## src/rtl/ate_pkg.sv

```systemverilog
package ate_pkg;
	localparam int CNT_WIDTH = 16;
	localparam logic [15:0] COUNT_RESET = 16'hffff;
	localparam logic [15:0] COMPARE_RESET = 16'hffff;
	typedef enum logic [1:0] {
		ATE_MODE_TIMER = 2'h0,
		ATE_MODE_EVENT = 2'h1,
		ATE_MODE_WIDTH = 2'h3,
		ATE_MODE_PERIOD = 2'h2
	} ate_mode_type;
	typedef enum logic [1:0] {
		ATE_EDGE_RISE = 2'h0,
		ATE_EDGE_FALL = 2'h1,
		ATE_EDGE_BOTH = 2'h2
	} ate_edge_type;
endpackage : ate_pkg

```

## src/rtl/ate_event_gen.sv

```systemverilog
`timescale 1ns/1ps
// Function
// - underflow of the down counter pulses the underflow/measure event, any mode
// - width mode: end of the pin's active level pulses the same event
// - period mode: each selected pin edge pulses the same event
// - counter decremented onto compare value A pulses match A while A enabled
// - counter decremented onto compare value B pulses match B while B enabled
// - event logic runs on the timer clock alone, usable as wake source
module ate_event_gen #(
	parameter int CNT_WIDTH = ate_pkg::CNT_WIDTH
) (
	input wire logic clk_sys,
	input wire logic reset,
	input wire logic count_tick,
	input wire logic count_load,
	input wire logic [CNT_WIDTH-1:0] reload_value,
	input wire logic [1:0] mode,
	input wire logic [1:0] edge_select,
	input wire logic active_high,
	input wire logic timer_ext_io_pin,
	input wire logic compare_enable_a,
	input wire logic compare_enable_b,
	input wire logic [CNT_WIDTH-1:0] compare_value_a,
	input wire logic [CNT_WIDTH-1:0] compare_value_b,
	output logic [CNT_WIDTH-1:0] async_down_counter,
	output logic underflow_irq,
	output logic underflow_link,
	output logic match_a_irq,
	output logic match_a_link,
	output logic match_b_irq,
	output logic match_b_link,
	output logic wake_request
);
	typedef struct packed {
		logic [CNT_WIDTH-1:0] count;
		logic underflow;
		logic match_a;
		logic match_b;
		logic wake;
	} ate_state_type;
	ate_state_type state;
	ate_state_type next_state;
	logic pin_rise;
	logic pin_fall;
	logic pin_active;
	logic width_end;
	logic period_edge;
	logic counting;
	logic wraps;
	logic decrement;
	logic any_cause;
	logic [CNT_WIDTH-1:0] next_count;

	ate_pin_edge u_pin_edge (
		.clk_sys(clk_sys),
		.reset(reset),
		.pin(timer_ext_io_pin),
		.rise(pin_rise),
		.fall(pin_fall)
	);

	function automatic logic edge_hit(input logic [1:0] sel, input logic r, input logic f);
		edge_hit = (sel == ate_pkg::ATE_EDGE_RISE) ? r :
			(sel == ate_pkg::ATE_EDGE_FALL) ? f : (r | f);
	endfunction : edge_hit

	// A match needs a real decrement, so a reload onto the compare value stays quiet
	function automatic logic match_hit(input logic enable, input logic step,
			input logic [CNT_WIDTH-1:0] value, input logic [CNT_WIDTH-1:0] target);
		match_hit = enable && step && (value == target);
	endfunction : match_hit

	assign pin_active = timer_ext_io_pin ~^ active_high;
	assign width_end = (mode == ate_pkg::ATE_MODE_WIDTH) &&
		(active_high ? pin_fall : pin_rise);
	assign period_edge = (mode == ate_pkg::ATE_MODE_PERIOD) &&
		edge_hit(edge_select, pin_rise, pin_fall);
	// Width mode counts only through the active level of the pin
	assign counting = count_tick &&
		((mode != ate_pkg::ATE_MODE_WIDTH) || pin_active);
	// load wins tick
	// A tick lost to a reload neither counts nor wraps, so no false underflow
	assign decrement = counting && !count_load && !period_edge;
	assign wraps = decrement && (state.count == '0);
	assign any_cause = wraps || width_end || period_edge;

	always_comb begin
		next_state = state;
		next_count = state.count;
		if (count_load || period_edge) begin
			next_count = reload_value;
		end else if (counting) begin
			next_count = state.count - 1'b1;
		end
		next_state.count = next_count;
		next_state.underflow = any_cause;
		next_state.match_a = match_hit(compare_enable_a, decrement, next_count, compare_value_a);
		next_state.match_b = match_hit(compare_enable_b, decrement, next_count, compare_value_b);
		next_state.wake = next_state.underflow || next_state.match_a || next_state.match_b;
	end

	always_ff @(posedge clk_sys) begin
		if (reset) begin
			state <= '{count: CNT_WIDTH'(ate_pkg::COUNT_RESET), default: '0};
		end else begin
			state <= next_state;
		end
	end

	assign async_down_counter = state.count;
	assign underflow_irq = state.underflow;
	assign underflow_link = state.underflow;
	assign match_a_irq = state.match_a;
	assign match_a_link = state.match_a;
	assign match_b_irq = state.match_b;
	assign match_b_link = state.match_b;
	assign wake_request = state.wake;

	// Each cause gives its pulse one cycle later
	chk_underflow_on_wrap : assert property (@(posedge clk_sys) disable iff (reset)
		wraps && !count_load |=> underflow_irq)
		else $error("wrap without event");
	chk_width_end_event : assert property (@(posedge clk_sys) disable iff (reset)
		width_end |=> underflow_link)
		else $error("width end missed");
	chk_period_edge_event : assert property (@(posedge clk_sys) disable iff (reset)
		period_edge |=> underflow_irq && async_down_counter == $past(reload_value))
		else $error("period edge missed");
	chk_match_a_cause : assert property (@(posedge clk_sys) disable iff (reset)
		match_a_irq |-> $past(compare_enable_a) && async_down_counter == $past(compare_value_a))
		else $error("bad match A");
	chk_match_b_cause : assert property (@(posedge clk_sys) disable iff (reset)
		match_b_irq |-> $past(compare_enable_b) && async_down_counter == $past(compare_value_b))
		else $error("bad match B");
	chk_wake_follows_events : assert property (@(posedge clk_sys) disable iff (reset)
		wake_request == (underflow_irq || match_a_irq || match_b_irq))
		else $error("wake mismatch");
	chk_underflow_one_cycle : assert property (@(posedge clk_sys) disable iff (reset)
		underflow_irq |=> !underflow_irq || $past(any_cause))
		else $error("underflow stuck");
	chk_link_equals_irq : assert property (@(posedge clk_sys) disable iff (reset)
		underflow_link == underflow_irq && match_a_link == match_a_irq
		&& match_b_link == match_b_irq)
		else $error("link differs");

	// Counter steps, seen from the pins rather than the next-state logic
	chk_load_takes_value : assert property (@(posedge clk_sys) disable iff (reset)
		count_load
		|=> async_down_counter == $past(reload_value))
		else $error("load value lost");
	chk_decrement_step : assert property (@(posedge clk_sys) disable iff (reset)
		decrement
		|=> async_down_counter == $past(async_down_counter) - 1'b1)
		else $error("bad decrement");
	chk_wrap_to_top : assert property (@(posedge clk_sys) disable iff (reset)
		wraps
		|=> async_down_counter == '1)
		else $error("wrap not to top");
	chk_hold_when_idle : assert property (@(posedge clk_sys) disable iff (reset)
		!count_load && !period_edge && !counting
		|=> $stable(async_down_counter))
		else $error("counter moved while idle");
	chk_event_has_cause : assert property (@(posedge clk_sys) disable iff (reset)
		underflow_irq
		|-> $past(any_cause))
		else $error("underflow without cause");

	// Compare gating: no match while disabled or without a decrement
	chk_match_a_gated : assert property (@(posedge clk_sys) disable iff (reset)
		!compare_enable_a
		|=> !match_a_irq)
		else $error("match A while disabled");
	chk_match_b_gated : assert property (@(posedge clk_sys) disable iff (reset)
		!compare_enable_b
		|=> !match_b_irq)
		else $error("match B while disabled");
	chk_match_a_step : assert property (@(posedge clk_sys) disable iff (reset)
		match_a_irq
		|-> $past(decrement))
		else $error("match A without step");
	chk_match_b_step : assert property (@(posedge clk_sys) disable iff (reset)
		match_b_irq
		|-> $past(decrement))
		else $error("match B without step");
	chk_match_a_fires : assert property (@(posedge clk_sys) disable iff (reset)
		decrement && compare_enable_a && (async_down_counter - 1'b1 == compare_value_a)
		|=> match_a_irq)
		else $error("match A missed");
	chk_match_b_fires : assert property (@(posedge clk_sys) disable iff (reset)
		decrement && compare_enable_b && (async_down_counter - 1'b1 == compare_value_b)
		|=> match_b_irq)
		else $error("match B missed");

	// Pin edges judged from the pin itself, independent of the edge finder
	chk_width_end_fires : assert property (@(posedge clk_sys) disable iff (reset)
		mode == ate_pkg::ATE_MODE_WIDTH && timer_ext_io_pin != active_high
		&& $past(timer_ext_io_pin) == active_high
		|=> underflow_irq)
		else $error("width end not seen");
	chk_period_edge_fires : assert property (@(posedge clk_sys) disable iff (reset)
		mode == ate_pkg::ATE_MODE_PERIOD && edge_select == ate_pkg::ATE_EDGE_BOTH
		&& $changed(timer_ext_io_pin)
		|=> underflow_irq)
		else $error("period edge not seen");

	cov_underflow : cover property (@(posedge clk_sys) disable iff (reset) wraps);
	cov_width : cover property (@(posedge clk_sys) disable iff (reset) width_end);
	cov_period : cover property (@(posedge clk_sys) disable iff (reset) period_edge);
	cov_match_ab : cover property (@(posedge clk_sys) disable iff (reset) match_a_irq ##1 match_b_irq);
	cov_load_at_zero : cover property (@(posedge clk_sys) disable iff (reset)
		count_load && count_tick && async_down_counter == '0);
endmodule : ate_event_gen

```

## src/rtl/ate_pin_edge.sv

```systemverilog
`timescale 1ns/1ps
module ate_pin_edge (
	input wire logic clk_sys,
	input wire logic reset,
	input wire logic pin,
	output logic rise,
	output logic fall
);
	typedef struct packed {
		logic last;
	} ate_edge_state_type;
	ate_edge_state_type state;
	ate_edge_state_type next_state;

	always_comb begin
		next_state = state;
		next_state.last = pin;
	end

	always_ff @(posedge clk_sys) begin
		if (reset) begin
			// Take the pin level, so a pin high at release gives no false edge
			state <= '{last: pin};
		end else begin
			state <= next_state;
		end
	end

	// Pin is taken as synchronous; flop only to find its edges
	assign rise = pin & ~state.last;
	assign fall = ~pin & state.last;
endmodule : ate_pin_edge

```

## config.mk

```make
export PLATFORM = sky130hd
export DESIGN_NAME = ate_event_gen
export DESIGN_NICKNAME = d
export VERILOG_FILES = /design/src/rtl/ate_pkg.sv /design/src/rtl/ate_event_gen.sv /design/src/rtl/ate_pin_edge.sv
export SDC_FILE = /design/constraint.sdc
export NUM_CORES = 1
export LEC_CHECK = 0
export BUFFER_PORTS_ARGS = -buffer_cell sky130_fd_sc_hd__buf_2
export CORE_MARGIN = 3
export CORE_UTILIZATION = 50
export DETAILED_ROUTE_END_ITERATION = 8
export GPL_TIMING_DRIVEN = 1
export PLACE_DENSITY = 0.82
export RECOVER_POWER = 100
export SLEW_MARGIN = 20
export SYNTH_ARGS = -nofsm -noshare
export SYNTH_HDL_FRONTEND = slang
export SYNTH_SLANG_ARGS = --single-unit
```

## constraint.sdc

```tcl
create_clock -name clk_sys -period 3.3 [get_ports clk_sys]
set_clock_uncertainty 0.15 [all_clocks]
set_input_delay 0.33 -clock clk_sys [delete_from_list [all_inputs] [get_ports clk_sys]]
set_output_delay 0.33 -clock clk_sys [all_outputs]
set_load 0.05 [all_outputs]
```

After elaboration in Yosys (flattened, before gate mapping). Index checks and enable logic that the tools add are counted.

Bits in registers: 21. Bits of input ports: 60. Output and inout bits: 23. Word-level logic and storage cells: 44.

Add/subtract/negate cells: 1. Eq/ne operators: 6. Mux-type cells: 5. Bitwise logic cells: 6. Reductions and logical operators: 20.

Operators by type and width (number): $eq 16x16->1 (2); $mux 16 (2); $logic_not 16->1 (1); $sub 16x1->16 const B (1); $logic_and 1x1->1 (10); $logic_or 1x1->1 (6); $eq 2x2->1 const B (2); $mux 1 (3); $and 1x1->1 (2); $eq 2x1->1 const B (1); $logic_not 1->1 (2); $logic_not 2->1 (1); $ne 2x2->1 const B (1); $not 1->1 (2); $or 1x1->1 (1); $xnor 1x1->1 (1).

Depth between registers and ports, before layout.
Word-level depth: 13. Gate-level depth with buffers: 11. Mapped depth without buffers: 10.

By module. From an unflattened synthesis, not the netlist that was laid out.

Cells, all modules: 241. Area total of the unflattened synthesis: 2052.0 um^2.

By module, submodules not included: ate_event_gen (times used 1, cells an instance 238, area each 2016.9 um^2, seq. area each 400.4 um^2); ate_pin_edge (times used 1, cells an instance 3, area each 35.0 um^2, seq. area each 20.0 um^2).

Worst setup path before layout. Ideal clock, no wire load.

Path kind: register to register. From: register state, in the netlist async_down_counter[10]. To: register state, in the netlist wake_request. Setup time: 0.069 ns. Data arrival time: 2.762 ns. Required time: 3.081 ns. Slack: 0.319 ns. Stages on the path, launching flop included: 10. Path buffers: 1. Clock period less this slack: 2.981 ns. Cells stage by stage: dfxtp_1 clkbuf_8 or3_4 or2_1 nor3_2 xor3_1 a2111o_1 a2111oi_2 a41oi_1 o21ai_1.

Word-level cells in the longest chain between the ends: 7. Elaborated cells on any way between the ends: 13. Classes of those cells: add/sub (1); eq/ne (2); mux (2); reduce/logical (8).

RTL lines: from (decl) (RTL line ate_event_gen.sv:41) `ate_state_type state;`; from (signal assigned) (RTL line ate_event_gen.sv:106) `state <= next_state;`; $sub 16x1->16 (RTL line ate_event_gen.sv:93) `next_count = state.count - 1'b1;`; $mux 16 (RTL line ate_event_gen.sv:92) `end else if (counting) begin`; $mux 16 (RTL line ate_event_gen.sv:90) `if (count_load || period_edge) begin`; $eq 16x16->1 (RTL line ate_event_gen.sv:70) `match_hit = enable && step && (value == target);`; $logic_and 1x1->1 (RTL line ate_event_gen.sv:70); $logic_or 1x1->1 (RTL line ate_event_gen.sv:99) `next_state.wake = next_state.underflow || next_state.match_a || next_state.match_b;`; $logic_or 1x1->1 * (RTL line ate_event_gen.sv:99).

Mark *: on every way between the ends. The rest lies on a longest branch, timed or not. A chain may end at the register's enable or synchronous reset.

Worst setup path after layout.
From: register state, in the netlist async_down_counter[11]. To: register state, in the netlist wake_request.

The elaborated chain is that of the path after synthesis.

==> results.cfg <==
[status]
status = complete, no violations

[worst_hold_path]
type_of_the_most_critical_hold_path = in2reg
hold_path.startpoint = reload_value[14]

[logic_synthesis]
yosys_warnings = 0
synth_flop_cell = sky130_fd_sc_hd__dfxtp_1
post_synth_inst_count = 235
ys_seq_area_share_pct = 19.9
synth_edf_count = 0
syn-cell-area_mm2 = 0.00211
synth_fp_nets = 299
avgSynthCellArea_um2 = 9.00
synth-async-reset-ratio_pct = 0
flop_and_latch_count_out_of_synthesis = 21
netlist-cell-type-count = 73

[final_layout]
final_instance_count_excl_fillers = 366
layout_common_cells = sky130_fd_sc_hd__buf_2 (59), sky130_fd_sc_hd__xnor2_1 (25), sky130_fd_sc_hd__clkbuf_1 (24)
areaGrowthSynthToFinish_pct = 20.4
final_net_count = 381
antenna_cells_inserted = 0
most_common_cell_after_layout_fill_and_taps_aside = sky130_fd_sc_hd__buf_2
final_layout_size_suffix_gt1_share_pct = 30.4

[setup_path]
crit_path_max_fanout = 8
reg2reg_to = wake_request$_SDFF_PP0_
reg2regPathDepth = 8
required_ns = 3.36
critPathLaunch = async_down_counter[11]$_SDFF_PP1_
worst_r2r_setup_slack_ns = 0.25
critical_path.endpoint = wake_request$_SDFF_PP0_
critical_path.reg2reg.startpoint = async_down_counter[11]$_SDFF_PP1_
worst_setup_path_start_kind = register
crit_arrival_ns = 3.10
crit_type = reg2reg
end_kind = register

[timing]
period_minus_slack_ns = 3.05
slew_headroom_pct = 59.8
max_freq_mhz = 328
min_period_over_period_pct = 92.3
rsz0062_at_grt = no
final_max_slew_viol_count = 0
tightest_slew_ns = 0.605
whs_ns = 0.111
setup_viol_count_final = 0
setup-tns-final_ns = 0
hold_violations = 0

[global_route]
grt_use_total_pct = 25.4
grt_remaining_overflow = 0
grt_antenna_before_repair = 0
vias_in_the_first_global_route = 2090
grt_first_pass_wirelength_um = 10300
grt_max_degree = 19

[clocking]
cts_made_buffers = 3
cts-htree-levels = 1
cts.hold.buffers_added = 0
cts.repair_timing.setup_buffer_count = 0
cts_tree = done
clock-sinks = 21
ctsRootBufferMaster = sky130_fd_sc_hd__clkbuf_8
cts-root-to-sink-buffers = 2
post_cts_resized = 0
path_clk_slew_ns = 0.09
clk_latency_ns = 0.27

[floorplanning]
dieArea_mm2 = 0.00505
fp.dieH_um = 71.0
starting_utilization_of_the_core_area_pct = 52.5
floorplan.die.width_um = 71.0
std_cell_rows = 23
floorplan.core_area_mm2 = 0.00403
io-pin-count = 83

[drt]
routed_wl_um = 6270
top_signal_layer_used = met4
drc_errors = 0
tritonroute_pass_1_iters = 5
met1_routed_wirelength_after_detailed_routing_um = 2560
viasPerCell = 5.98
vias = 2190
route.detailed.wl_per_inst_um = 17.1
met3WireLength_um = 602
dr_wl_met2_um = 2980
first_iter_violations = 160
ant_nets = 0

[power]
totalPowerFinal_w = 0.000799
total_leakage_power_nw = 1.06
vdd_drop_max_uv = 202
power-per-cell-area_mw_per_mm2 = 314

[placement]
dpl.hpwl_um = 4990
dp.cells = 362
port_buffers = 82
place.gp.congestion = 0.974

[job]
cap_violations = 0
where the power goes:
group	internal, W	leakage [nW]	total, W	switching (W)
combinational	0.000126	0.865	0.000313	0.000187
clock	0.0000856	0.0217	0.000182	0.0000960
sequential	0.000270	0.174	0.000304	0.0000339
cells in the mapped netlist, types with 3 or more instances:
master	instances	area (um^2)
sky130_fd_sc_hd__xnor2_1	25	219
sky130_fd_sc_hd__nor2_1	23	86.3
sky130_fd_sc_hd__dfxtp_1	21	420
sky130_fd_sc_hd__nand2_1	9	33.8
sky130_fd_sc_hd__inv_1	8	30.0
sky130_fd_sc_hd__xor2_1	8	70.1
sky130_fd_sc_hd__a211o_1	7	61.3
sky130_fd_sc_hd__a21oi_1	7	35.0
sky130_fd_sc_hd__mux2i_1	7	70.1
sky130_fd_sc_hd__o21ai_0	7	35.0
sky130_fd_sc_hd__nand2b_1	6	37.5
sky130_fd_sc_hd__nor3_1	6	30.0
sky130_fd_sc_hd__nor3b_1	5	37.5
sky130_fd_sc_hd__ha_1	4	50.1
sky130_fd_sc_hd__or2_2	4	25.0
sky130_fd_sc_hd__a31oi_1	3	18.8
sky130_fd_sc_hd__buf_4	3	22.5
sky130_fd_sc_hd__nand4_1	3	18.8
sky130_fd_sc_hd__nor4_1	3	18.8
sky130_fd_sc_hd__nor4_4	3	63.8
sky130_fd_sc_hd__o2111ai_1	3	26.3
sky130_fd_sc_hd__o211ai_1	3	22.5
sky130_fd_sc_hd__or3b_2	3	26.3
routing by layer:
metal | up-vias | GRT usage [%]
met4 | 0 | 6.89
met2 | 124 | 42.5
met5 | - | 0
met1 | 1023 | 33.3
met3 | 13 | 4.83
li1 | 1030 | -
registers in the layout, summed over array words and instances, names as in the netlist:
signal and cells:
async_down_counter 16, match_a_irq 1, match_b_irq 1, u_pin_edge.state 1
underflow_irq 1, wake_request 1
worst min-delay path by stage:
stage                                         to  slack [ns]  cells after the start
6_report       async_down_counter[14]$_SDFF_PP1_        0.11                      2
5_1_grt        async_down_counter[14]$_SDFF_PP1_        0.11                      2
4_1_cts        async_down_counter[14]$_SDFF_PP1_        0.11                      2
3_5_place_dp   async_down_counter[14]$_SDFF_PP1_        0.39                      2
3_3_place_gp   async_down_counter[10]$_SDFF_PP1_        0.38                      2
2_1_floorplan           u_pin_edge.state$_DFF_P_        0.21                      0
stage by stage:
step / cell area [um^2] / util, % / setup slack [ns]
after floorplan: 2110 / - / 0.319
final: 2550 / 63.2 / 0.254
after detailed placement: 2530 / 62.9 / 0.123
after global routing: 2550 / 63.2 / 0.0213
after global placement: 2530 / 62.9 / 0.306
after CTS: 2580 / 64.1 / 0.282
kinds of logic after synthesis:
logic type / share of synthesized area [%]
XOR/XNOR: 19.9
multiplexers: 3.85
buffers and inverters: 5.68
AND/OR/NAND/NOR: 27.0
AO/OA/AOI/OAI: 21.4
adder cells (fa/ha/maj): 2.37
flip-flops: 19.9
worst max-delay path, cell delays in order, from the launching register on:
cell and delay [ns]:
sky130_fd_sc_hd__dfxtp_1 0.38, sky130_fd_sc_hd__or3_4 0.43, sky130_fd_sc_hd__or2_1 0.31, sky130_fd_sc_hd__nor3_2 0.32, sky130_fd_sc_hd__xor3_1 0.30, sky130_fd_sc_hd__a2111o_1 0.38
sky130_fd_sc_hd__a2111oi_2 0.41, sky130_fd_sc_hd__a41oi_1 0.18, sky130_fd_sc_hd__o21ai_1 0.11
area by class of cell:
| cell class | instances | area (um^2) |
|---|---|---|
| multi-input cells | 196 | 1570 |
| fillers | 371 | 1480 |
| inverters | 8 | 30.0 |
| clock buffers | 3 | 41.3 |
| flip-flops and latches | 21 | 420 |
| clock inverters | 1 | 7.51 |
| repair buffers | 87 | 415 |
| well taps | 50 | 62.6 |
Power figures use the tool's default switching activity.
